--- config.mk ---
export PLATFORM = sky130hd
export DESIGN_NAME = sarrd_device_flat
export DESIGN_NICKNAME = d
export VERILOG_FILES = /design/src/include/sarrd_pkg.sv /design/src/include/sarrd_if.sv /design/src/rtl/sarrd_device.sv /design/src/flat_wrapper.sv
export VERILOG_INCLUDE_DIRS = /design/src /design/src/include
export SDC_FILE = /design/constraint.sdc
export NUM_CORES = 1
export LEC_CHECK = 0
export ABC_AREA = 1
export BUFFER_PORTS_ARGS = -buffer_cell sky130_fd_sc_hd__buf_2
export CORE_ASPECT_RATIO = 1.4
export CORE_MARGIN = 2
export CORE_UTILIZATION = 47
export DETAILED_ROUTE_END_ITERATION = 10
export HOLD_SLACK_MARGIN = 0.02
export PLACE_DENSITY = 0.7
export RECOVER_POWER = 50
export SLEW_MARGIN = 40
export SYNTH_ARGS = -nofsm -noshare
export SYNTH_HDL_FRONTEND = slang
export SYNTH_SLANG_ARGS = --single-unit
--- constraint.sdc ---
create_clock -name i_mclk -period 1.5 [get_ports i_mclk]
set_input_delay 0.15 -clock i_mclk [delete_from_list [all_inputs] [get_ports i_mclk]]
set_output_delay 0.15 -clock i_mclk [all_outputs]
set_load 0.02 [all_outputs]
--- src/include/sarrd_params.svh ---
`ifndef SARRD_PARAMS_SVH
`define SARRD_PARAMS_SVH

`define SARRD_CLK_NS 100
`define SARRD_DATA_BITS 16
`define SARRD_BUSY_EDGES 17
`define SARRD_CONV_MIN_NS 772
`define SARRD_CONV_TYP_NS 812
`define SARRD_CONV_MAX_NS 853
`define SARRD_CYC_MIN_NS 1666
`define SARRD_CNVH_MIN_NS 9
`define SARRD_SCK_MIN_NS 25
`define SARRD_CONV_CYC ((`SARRD_CONV_MIN_NS + `SARRD_CLK_NS - 1) / `SARRD_CLK_NS)
`define SARRD_CONV_MAX_CYC (`SARRD_CONV_MAX_NS / `SARRD_CLK_NS)
`define SARRD_CYC_CYC ((`SARRD_CYC_MIN_NS + `SARRD_CLK_NS - 1) / `SARRD_CLK_NS)
`define SARRD_CNVH_CYC ((`SARRD_CNVH_MIN_NS + `SARRD_CLK_NS - 1) / `SARRD_CLK_NS)
`define SARRD_SYNC_LAT 2
`define SARRD_POS_FS 16'h7FFF
`define SARRD_NEG_FS 16'h8000
`define SARRD_IRQ_TIMEOUT 8'hFF

`endif

--- src/include/sarrd_pkg.sv ---
package sarrd_pkg;

	typedef enum logic [1:0] {
		SARRD_3W_PLAIN,
		SARRD_3W_BUSY,
		SARRD_4W_PLAIN
	} sarrd_mode_t;

	typedef enum logic [1:0] {
		DEV_IDLE,
		DEV_CONV,
		DEV_WAIT,
		DEV_SHIFT
	} sarrd_dev_state_t;

	typedef enum logic [2:0] {
		H_IDLE,
		H_CONV,
		H_IRQ,
		H_SEL,
		H_HIGH,
		H_LOW,
		H_END
	} sarrd_host_state_t;

endpackage

--- src/include/sarrd_if.sv ---
`timescale 1ns/1ps
interface sarrd_if;
	logic conv_start;
	logic ser_sel;
	logic ser_clk;
	logic ser_out;
	logic ser_out_oe;
	logic ser_line;

	// Pull-up holds the line high while the output floats
	assign ser_line = ser_out_oe ? ser_out : 1'b1;

	modport dev (
		input conv_start,
		input ser_sel,
		input ser_clk,
		output ser_out,
		output ser_out_oe
	);

	modport host (
		output conv_start,
		output ser_sel,
		output ser_clk,
		input ser_line
	);
endinterface

--- src/rtl/sarrd_device.sv ---
`timescale 1ns/1ps
`include "sarrd_params.svh"
// Overview of operation
// - Select level at start edge picks mode.
// - Result ready 772 to 853 ns after start.
// - Host spaces start edges 1666 ns apart.
// - Host holds start pulse high 9 ns.
// - Host serial clock period and phases bounded.
// - Start edge samples, converts, floats output.
// - Conversion finishes regardless of start pin.
// - Start high at end suppresses busy bit.
// - Start falling edge drives MSB, falls shift.
// - Host captures bits on serial clock fall.
// - Float after 16th fall or deselect.
// - Start low at end produces busy bit.
// - End of conversion drives low busy bit.
// - Busy read floats after 17th fall.
// - Select high at start edge, four-wire.
// - Four-wire host keeps start high throughout.
// - Start high at end suppresses busy bit; select low enables output.
// - Result coded in two's complement.
// - Busy bit optional, precedes result bits.
// - Capacitors reconnect after conversion ends.
// - Select falling edge drives MSB first.
// - Float after 16th fall or select high.
module sarrd_device
	import sarrd_pkg::*;
#(
	parameter int CONV_CYCLES = `SARRD_CONV_CYC
)
(
	input wire logic i_mclk, // System clock
	input wire logic i_arst_n, // Async reset, active low
	input wire logic signed [`SARRD_DATA_BITS+1:0] i_analog, // Input in steps
	output logic [`SARRD_DATA_BITS-1:0] o_result, // Last result
	output logic o_result_valid, // Result pulse
	output logic o_sampling, // Capacitors on input
	output logic o_chain_sel, // Unsupported chain mode seen
	output logic o_busy_sel, // Last read carries busy bit
	sarrd_if.dev lk // Link pins
);

	localparam int NB = `SARRD_DATA_BITS;
	// The start edge is acted on at the third clock edge after the pin
	localparam int RUN = CONV_CYCLES - `SARRD_SYNC_LAT - 1;

	generate
		if (CONV_CYCLES * `SARRD_CLK_NS < `SARRD_CONV_MIN_NS ||
			CONV_CYCLES * `SARRD_CLK_NS > `SARRD_CONV_MAX_NS ||
			RUN < 1)
		begin : g_bad
			$error("CONV_CYCLES outside conversion window");
		end
	endgenerate

	sarrd_dev_state_t state_reg;
	logic [2:0] meta_reg;
	logic [2:0] sync_reg;
	logic [2:0] prev_reg;
	logic [3:0] conv_cnt_reg;
	logic [4:0] bit_cnt_reg;
	logic [NB:0] shift_reg;
	logic [NB-1:0] held_reg;
	logic oe_reg;
	logic samp_reg;
	logic busy_reg;
	logic chain_reg;
	logic [NB-1:0] result_reg;
	logic valid_reg;
	logic cnv_rise;
	logic sck_fall;
	logic active;
	logic conv_end;

	function automatic logic [NB-1:0] to_code(
		input logic signed [NB+1:0] v
	);
		logic signed [NB+1:0] pos;
		logic signed [NB+1:0] neg;
		pos = {2'b00, `SARRD_POS_FS};
		neg = {2'b11, `SARRD_NEG_FS};
		if (v > pos)
		begin
			to_code = `SARRD_POS_FS;
		end
		else if (v < neg)
		begin
			to_code = `SARRD_NEG_FS;
		end
		else
		begin
			to_code = v[NB-1:0];
		end
	endfunction

	// Pins: {serial clock, select, start}
	always_ff @(posedge i_mclk or negedge i_arst_n)
	begin
		if (!i_arst_n)
		begin
			meta_reg <= 3'h0;
			sync_reg <= 3'h0;
			prev_reg <= 3'h0;
		end
		else
		begin
			meta_reg <= {lk.ser_clk, lk.ser_sel, lk.conv_start};
			sync_reg <= meta_reg;
			prev_reg <= sync_reg;
		end
	end

	assign cnv_rise = sync_reg[0] & ~prev_reg[0];
	assign sck_fall = ~sync_reg[2] & prev_reg[2];
	// Output selected while start or select is low
	assign active = ~(sync_reg[0] & sync_reg[1]);
	assign conv_end = (state_reg == DEV_CONV) &&
		(conv_cnt_reg == 4'(RUN - 1));

	// Sequencing
	always_ff @(posedge i_mclk or negedge i_arst_n)
	begin
		if (!i_arst_n)
		begin
			state_reg <= DEV_IDLE;
			conv_cnt_reg <= 4'h0;
			bit_cnt_reg <= 5'h00;
			oe_reg <= 1'b0;
		end
		else if (cnv_rise && state_reg != DEV_CONV)
		begin
			oe_reg <= 1'b0;
			conv_cnt_reg <= 4'h0;
			if (sync_reg[1])
			begin
				state_reg <= DEV_CONV;
			end
			else
			begin
				state_reg <= DEV_IDLE;
			end
		end
		else
		begin
			unique case (state_reg)
				DEV_IDLE:
				begin
					oe_reg <= 1'b0;
				end
				DEV_CONV:
				begin
					conv_cnt_reg <= conv_cnt_reg + 4'h1;
					if (conv_end)
					begin
						if (!sync_reg[0])
						begin
							state_reg <= DEV_SHIFT;
							bit_cnt_reg <= 5'(`SARRD_BUSY_EDGES);
							oe_reg <= 1'b1;
						end
						else
						begin
							state_reg <= DEV_WAIT;
							bit_cnt_reg <= 5'(NB);
						end
					end
				end
				DEV_WAIT:
				begin
					if (active)
					begin
						state_reg <= DEV_SHIFT;
						oe_reg <= 1'b1;
					end
				end
				DEV_SHIFT:
				begin
					if (!active)
					begin
						state_reg <= DEV_IDLE;
						oe_reg <= 1'b0;
					end
					else if (sck_fall)
					begin
						bit_cnt_reg <= bit_cnt_reg - 5'h01;
						if (bit_cnt_reg == 5'h01)
						begin
							state_reg <= DEV_IDLE;
							oe_reg <= 1'b0;
						end
					end
				end
			endcase
		end
	end

	// Sampling and output shift register
	always_ff @(posedge i_mclk or negedge i_arst_n)
	begin
		if (!i_arst_n)
		begin
			held_reg <= '0;
			shift_reg <= '0;
			samp_reg <= 1'b1;
			busy_reg <= 1'b0;
			chain_reg <= 1'b0;
		end
		else
		begin
			if (cnv_rise && state_reg != DEV_CONV)
			begin
				chain_reg <= ~sync_reg[1];
				if (sync_reg[1])
				begin
					held_reg <= to_code(i_analog);
					samp_reg <= 1'b0;
				end
			end
			else if (conv_end)
			begin
				samp_reg <= 1'b1;
				busy_reg <= ~sync_reg[0];
				if (!sync_reg[0])
				begin
					shift_reg <= {1'b0, held_reg};
				end
				else
				begin
					shift_reg <= {held_reg, 1'b0};
				end
			end
			else if (state_reg == DEV_SHIFT && active && sck_fall)
			begin
				shift_reg <= {shift_reg[NB-1:0], 1'b0};
			end
		end
	end

	// Completed result for the user side
	always_ff @(posedge i_mclk or negedge i_arst_n)
	begin
		if (!i_arst_n)
		begin
			result_reg <= '0;
			valid_reg <= 1'b0;
		end
		else
		begin
			valid_reg <= conv_end;
			if (conv_end)
			begin
				result_reg <= held_reg;
			end
		end
	end

	assign lk.ser_out = shift_reg[NB];
	assign lk.ser_out_oe = oe_reg;
	assign o_result = result_reg;
	assign o_result_valid = valid_reg;
	assign o_sampling = samp_reg;
	assign o_chain_sel = chain_reg;
	assign o_busy_sel = busy_reg;

endmodule // sarrd_device

--- src/flat_wrapper.sv ---
// flat-port wrapper written by rule: the top's interface ports become plain ports
module sarrd_device_flat import sarrd_pkg::*;
#(
	parameter int CONV_CYCLES = `SARRD_CONV_CYC
)
  (i_mclk, i_arst_n, i_analog, o_result, o_result_valid, o_sampling, o_chain_sel, o_busy_sel, lk_conv_start, lk_ser_sel, lk_ser_clk, lk_ser_out, lk_ser_out_oe);
  sarrd_if lk_i ();
  input wire logic i_mclk;
  input wire logic i_arst_n;
  input wire logic signed [`SARRD_DATA_BITS+1:0] i_analog;
  output logic [`SARRD_DATA_BITS-1:0] o_result;
  output logic o_result_valid;
  output logic o_sampling;
  output logic o_chain_sel;
  output logic o_busy_sel;
  input wire logic [$bits(lk_i.conv_start)-1:0] lk_conv_start;
  input wire logic [$bits(lk_i.ser_sel)-1:0] lk_ser_sel;
  input wire logic [$bits(lk_i.ser_clk)-1:0] lk_ser_clk;
  output wire logic [$bits(lk_i.ser_out)-1:0] lk_ser_out;
  output wire logic [$bits(lk_i.ser_out_oe)-1:0] lk_ser_out_oe;
  assign lk_i.conv_start = lk_conv_start;
  assign lk_i.ser_sel = lk_ser_sel;
  assign lk_i.ser_clk = lk_ser_clk;
  assign lk_ser_out = lk_i.ser_out;
  assign lk_ser_out_oe = lk_i.ser_out_oe;
  sarrd_device #(.CONV_CYCLES(CONV_CYCLES)) u_core (.i_mclk(i_mclk), .i_arst_n(i_arst_n), .i_analog(i_analog), .o_result(o_result), .o_result_valid(o_result_valid), .o_sampling(o_sampling), .o_chain_sel(o_chain_sel), .o_busy_sel(o_busy_sel), .lk(lk_i));
endmodule
==> results by group, run 1 <==
Detailed routing
  • Via-per-instance ratio: around 5
  • Final wirelength: between 7 and 8 mm
  • Detailed Routing Iterations Pass 1: 4
  • Routed vias: approximately 2900
  • Routed len/inst: 13.46 um
  • Initial DRC Count: about 180
  • DRT antenna net count: 0
  • DRC: 0

Logic synthesis
  • Cell with the most instances after synthesis: nand2_1
  • Synth unique cells: 34
  • Post-synth ARST share: 100.0%
  • Top_reg_cell synth: dfrtp_1
  • Area share of the largest cell type after synthesis: a little over half
  • Avg Cell Area, Syn: 8.559 um2
  • Post-synth EDFFs: 0
  • Most frequent cells after synthesis: 135 x nand2_1, 72 x dfrtp_1, 62 x o21ai_0
  • Synth area leaders: dfrtp_1 52%, nand2_1 15%, o21ai_0 9.0%
  • Register bit total from synthesis: 73
  • Post-synthesis sequential area ratio: between 50 and 60%
  • Yosys top cell by area: dfrtp_1
  • Synth warn: 0
  • Synthesized area: about 3400 um2
  • Net Count, Synth: approximately 430
  • Post-Synthesis Cells: between 400 and 500

Global route
  • Total gr overflow: 0
  • Initial antenna violation count: 0
  • Vias in the first global route: 2728
  • Largest net degree at the start of global routing: 32
  • Global-route wire length before repair: between 10 and 15 mm
  • Tot GR Track Use: 20.11%

CTS
  • # clock sinks: 73
  • Clock root buffer: clkbuf_8
  • CTS tree: built
  • Clock Tree Buf Depth: 2
  • Clock slew at reported path FFs: about 0.090 ns
  • H-tree depth: 3
  • CTS buffer count: 9
  • Worst skew pair latency: roughly 0.36 ns

Floorplanning
  • Die Ht: ~110 um
  • # IOs: between 40 and 50
  • Area of the core: between 7000 and 8000 um2
  • Core Rows: 36
  • Die Area: about 8000 um2
  • Initial Util: 48.84%
  • Die Wd: roughly 76 um

Power and ir drop
  • Worst IR Drop VDD: 0.9470 mV
  • P_leak: about 2.3 nW
  • PD cells: 1557 nW/um2
  • Overall power: approximately 6.9 mW

Cells and area
  • Layout fillers: 609
  • NumNets Final: between 500 and 600
  • Finished Layout Cells: ~590
  • Area grow syn2layout: 29.24%
  • Number of flip-flops in the largest register: 17
  • Layout cell share with drive strength beyond 1: a little under a third
  • N_diodes: 0

STA
  • Setup slack after layout: -0.007876 ns
  • Final setup fails: 4
  • Final hold viol count: 0
  • Max frequency: between 0.6 and 0.7 GHz
  • Slew @ Worst Pin: approximately 0.94 ns
  • RSZ-0062 raised after global routing: true
  • Max Slew Vio Count: 0
  • Tmin final: around 1.5 ns
  • Clock Skew: approximately 0.012 ns
  • TNS Setup: -0.01988 ns
  • Tcrit/Tclk final: 100.5%
  • Slew margin rel.: 37.24%

Worst setup path
  • Crit end category: register
  • Startpoint types: register
  • Data arrival, critical path: 1.78 ns
  • R2R cell count: 10
  • Crit path required time: between 1.5 and 2 ns
  • Crit Path Max Fanout: 8
  • WS Path Type: reg2reg

Place
  • Dpl cells: between 500 and 600
  • Number of port buffers: 44
  • Dpl hpwl: roughly 5.4 mm
  • Routability congestion estimate: about 0.94
  • Dpl ws: -0.07577 ns

Run status
  • Failing checks: setup timing
  • Status: finished, violations left

Hold path
  • Worst hold path class: in2reg
  • WHS Path Cells: 3

Run
  • Max-Cap Viols: 0
metrics by stage:
step	instance area, um2	util (%)	hold WS (ns)
after floorplan	3445	-	-0.1456
after global placement	3954	56.27	0.1157
after detailed placement	3954	56.27	0.1212
after CTS	4294	61.11	0.02103
after global routing	4436	63.12	0.02828
final	4436	63.12	0.01712
metal layers:
layer,part of all wire (%),GRT usage (%),vias to the layer above
met5,0,0,-
met3,3.3,3.109,24
li1,-,-,1450
met2,50,33.44,66
met1,43,24.40,1375
met4,3.8,12.47,0
critical path: stages, from the launching register on:
cell	delay, ns
dfrtp_1	0.41
inv_2	0.08
ha_4	0.16
nand2_2	0.08
inv_4	0.09
nand2_8	0.09
o21ai_1	0.12
nand3_2	0.16
inv_2	0.13
nand2_1	0.05
o21ai_0	0.07
final timing paths:
path | from | slack [ns] | end
setup / recovery | u_core.state_reg[1] | -0.008 | u_core.bit_cnt_reg[0]
max in group asynchronous | i_arst_n | 0.25 | u_core.state_reg[1]
hold reg to reg | u_core.meta_reg[1] | 0.35 | u_core.sync_reg[1]
setup reg to reg | u_core.state_reg[1] | -0.008 | u_core.bit_cnt_reg[0]
hold / removal | i_analog[8] | 0.02 | u_core.held_reg[8]
min in group asynchronous | i_arst_n | 0.41 | u_core.held_reg[4]
layout make-up:
cell class / count / area (um2) / area share, %
sequential: 73 / 1828 / 41.21
clock buffer: 9 / 123.9 / 2.793
multi-input combinational: 272 / 1429 / 32.21
clock inverter: 7 / 100.1 / 2.257
tap: 95 / 118.9 / 2.680
inverter: 40 / 162.7 / 3.667
timing repair buffer: 91 / 673.1 / 15.18
power breakdown:
group,switching [mW],internal [mW],total [mW]
Combinational,1.42,1.03,2.45
Sequential,0.303,2.42,2.73
Clock,0.781,0.950,1.73
kinds of logic after synthesis:
logic type	synth area share [%]
AO/OA/AOI/OAI	14.77
XOR/XNOR	0.7657
buffers and inverters	8.093
flip-flops	53.26
AND/OR/NAND/NOR	20.20
adder cells (fa/ha/maj)	2.917
cells in the final DEF, fill, tap and decap left out, types with 2 or more instances in the layout:
| cell | instances |
|---|---|
| nor2_4 | 2 |
| buf_4 | 30 |
| dfrtp_1 | 72 |
| ha_4 | 3 |
| buf_12 | 4 |
| inv_2 | 9 |
| inv_4 | 2 |
| clkinv_4 | 2 |
| nand2_4 | 4 |
| ha_2 | 2 |
| dlygate4sd3_1 | 5 |
| nor3_1 | 2 |
| nand2_1 | 129 |
| buf_6 | 4 |
| clkbuf_2 | 2 |
| xnor2_1 | 2 |
| bufinv_16 | 2 |
| inv_6 | 2 |
| nor2_1 | 11 |
| nand3_1 | 7 |
| inv_1 | 28 |
| o21ai_1 | 39 |
| o21ai_0 | 35 |
| nand3_2 | 2 |
| ha_1 | 3 |
| clkbuf_8 | 9 |
| a21oi_1 | 5 |
| buf_2 | 43 |
| nor2_2 | 3 |
| a21oi_2 | 7 |
| nand2_2 | 6 |
what timing repair did:
action | in CTS | in global routing
resized for setup | 16 | 49
setup endpoints to repair | 45 | 45
buffers inserted | 3 | 5
cloned | 0 | 2
pin swaps | 8 | 10
hold endpoints to repair | 31 | 0
hold buffers | 5 | 0
No activity file was read; power rests on OpenSTA's default activity.
==> inputs of run 2 (changes only) <==
--- a/config.mk
+++ b/config.mk
@@ -13,7 +13,7 @@
 export CORE_UTILIZATION = 47
 export DETAILED_ROUTE_END_ITERATION = 10
 export HOLD_SLACK_MARGIN = 0.02
-export PLACE_DENSITY = 0.7
+export PLACE_DENSITY = 0.67
 export RECOVER_POWER = 50
 export SLEW_MARGIN = 40
 export SYNTH_ARGS = -nofsm -noshare
==> constraint.sdc (replaced) <==
create_clock -name i_mclk -period 1.6 [get_ports i_mclk]
set_input_delay 0.16 -clock i_mclk [delete_from_list [all_inputs] [get_ports i_mclk]]
set_output_delay 0.16 -clock i_mclk [all_outputs]
set_load 0.02 [all_outputs]
==> results by group, run 2 (synthesized netlist as in run 1, its figures left out) <==
Power and ir drop
  • PD cells: 1464 nW/um2 (-6.0%)
  • Worst IR Drop VDD: 1.166 mV (+23%)
  • P_leak: 2.264 nW (-2.5%)
  • Overall power: 6.311 mW (-8.6%)

STA
  • Setup slack after layout: 0.07372 ns (+0.08159 ns)
  • Tmin final: 1.526 ns (+0.01841 ns)
  • Slew @ Worst Pin: 0.9040 ns (-0.03393 ns)
  • Hold_ws: 0.04929 ns (+0.03218 ns)
  • Final hold viol count: 0 (unchanged)
  • TNS Setup: 0 ns (+0.01988 ns)
  • Clock Skew: 0.009290 ns (-0.002397 ns)
  • Tcrit/Tclk final: 95.39% (-5.1 points)
  • Slew margin rel.: 39.73% (+2.5 points)
  • Final setup fails: 0 (-4)
  • Max Slew Vio Count: 0 (unchanged)
  • Max frequency: 0.6552 GHz (-1.2%)
  • RSZ-0062 raised after global routing: true

Floorplanning
  • Area of the core: 7027 um2 (unchanged)
  • Core Rows: 36 (unchanged)
  • Die Wd: 76.22 um (unchanged)
  • Initial Util: 48.84% (unchanged)
  • Die Area: 8011 um2 (unchanged)
  • # IOs: 45 (unchanged)
  • Die Ht: 105.1 um (unchanged)

Detailed routing
  • Initial DRC Count: 218 (+20%)
  • Routed vias: 2890 (-0.86%)
  • Routed len/inst: 13.83 um (+2.7%)
  • Detailed Routing Iterations Pass 1: 5 (+1)
  • Final wirelength: 7.922 mm (+0.25%)
  • Via-per-instance ratio: 5.044 (+1.6%)
  • DRC: 0 (unchanged)
  • DRT antenna net count: 0 (unchanged)

Cells and area
  • Layout fillers: 626 (+2.8%)
  • Commonest non-fill, non-tap cell in the layout: nand2_1
  • Final core utilization: 61.36% (-1.8 points)
  • Layout cell share with drive strength beyond 1: 26.36% (-3.9 points)
  • Area grow syn2layout: 25.63%
  • N_diodes: 0 (unchanged)
  • Most frequent cells in the layout: 132 x nand2_1, 72 x dfrtp_1, 60 x o21ai_0
  • NumNets Final: 504 (-2.7%)
  • Number of flip-flops in the largest register: 17 (unchanged)

Place
  • Dpl ws: -0.04444 ns (+0.03133 ns)
  • Routability congestion estimate: 0.8441 (-10%)
  • Number of port buffers: 44 (unchanged)
  • Dpl hpwl: 5.332 mm (-1.9%)

Global route
  • Vias in the first global route: 2717 (-0.40%)
  • Largest net degree at the start of global routing: 40 (+25%)
  • Total gr overflow: 0 (unchanged)
  • Global-route wire length before repair: 12.54 mm (-0.92%)
  • Tot GR Track Use: 19.79% (-0.32 points)
  • Initial antenna violation count: 0 (unchanged)

CTS
  • Clock slew at reported path FFs: 0.09 ns (about the same)
  • CTS buffer count: 9 (unchanged)
  • Worst skew pair latency: 0.35 ns (about the same)
  • Clock Tree Buf Depth: 2 (unchanged)
  • CTS tree: built
  • Clock root buffer: clkbuf_8
  • H-tree depth: 3 (unchanged)
  • # clock sinks: 73 (unchanged)

Worst setup path
  • Crit end category: register
  • Crit path required time: 1.83 ns (+0.05 ns)
  • Startpoint types: register
  • Data arrival, critical path: 1.75 ns (-0.03 ns)
  • WS Path Type: reg2reg
  • Crit Path Max Fanout: 19 (+11)

Run
  • Max-Cap Viols: 0 (unchanged)

Hold path
  • Worst hold path class: in2reg

Run status
  • Status: complete, no violations
run 2: changes by cell type in the layout (fill, tap and decap cells not counted), sizes merged:
cell,delta
buf,-16
clkbuf,+2
clkinv,-1
clkinvlp,+1
dlygate4sd3,-1
nand2,+1
run 2: path summary, 6_finish.rpt:
kind	cells past startpoint	slack, ns	startpoint	to
max in group asynchronous	3	0.27	i_arst_n	u_core.held_reg[11]
max	9	0.07	u_core.conv_cnt_reg[1]	u_core.o_result[2]
min reg2reg	0	0.35	u_core.meta_reg[1]	u_core.sync_reg[1]
min in group asynchronous	2	0.47	i_arst_n	u_core.o_result[0]
min	3	0.05	i_analog[6]	u_core.held_reg[6]
max reg2reg	9	0.07	u_core.conv_cnt_reg[1]	u_core.o_result[2]
run 2: layout make-up:
type / instances / area (um2) / share of cell area [%]
flip-flops and latches: 73 / 1828 / 42.40
repair buffers: 76 / 576.8 / 13.38
multi-input cells: 273 / 1399 / 32.44
clock inverters: 7 / 102.6 / 2.380
clock buffers: 9 / 123.9 / 2.873
inverters: 40 / 162.7 / 3.772
well taps: 95 / 118.9 / 2.757
run 2: critical path, stage by stage, from the launching register on:
cell	delay, ns
dfrtp_1	0.39
inv_2	0.09
ha_4	0.13
inv_2	0.04
nor2_4	0.18
nand2_2	0.11
buf_4	0.16
clkbuf_16	0.16
nand2_1	0.06
o21ai_0	0.08
run 2: report_power, final:
| part | internal (mW) | switching, mW |
|---|---|---|
| Clock | 0.894 | 0.752 |
| Combinational | 0.840 | 1.28 |
| Sequential | 2.27 | 0.270 |
| Total | 4.01 | 2.31 |
run 2: metal layers:
| layer | global-route usage, % | up-vias | routed length [um] |
|---|---|---|---|
| li1 | - | 1423 | - |
| met2 | 33.44 | 85 | 4100 |
| met4 | 8.961 | 0 | 189 |
| met5 | 0 | - | 0 |
| met1 | 24.69 | 1366 | 3305 |
| met3 | 3.454 | 16 | 327 |
run 2: what timing repair did:
item / 4_1_cts / 5_1_grt
pin swaps: 0 / 9
gates cloned: 0 / 4
endpoints found under the hold margin: 34 / 0
hold buffers: 4 / 0
setup endpoints to repair: 17 / 40
gates resized for setup: 1 / 29
setup buffers: 1 / 5
run 2: through the flow:
stage | area, um2 | cells
finish | 4312 | 573
global route | 4312 | 573
CTS | 4108 | 564
detailed placement | 3819 | 543
global placement | 3819 | 543
floorplan | 3432 | 401
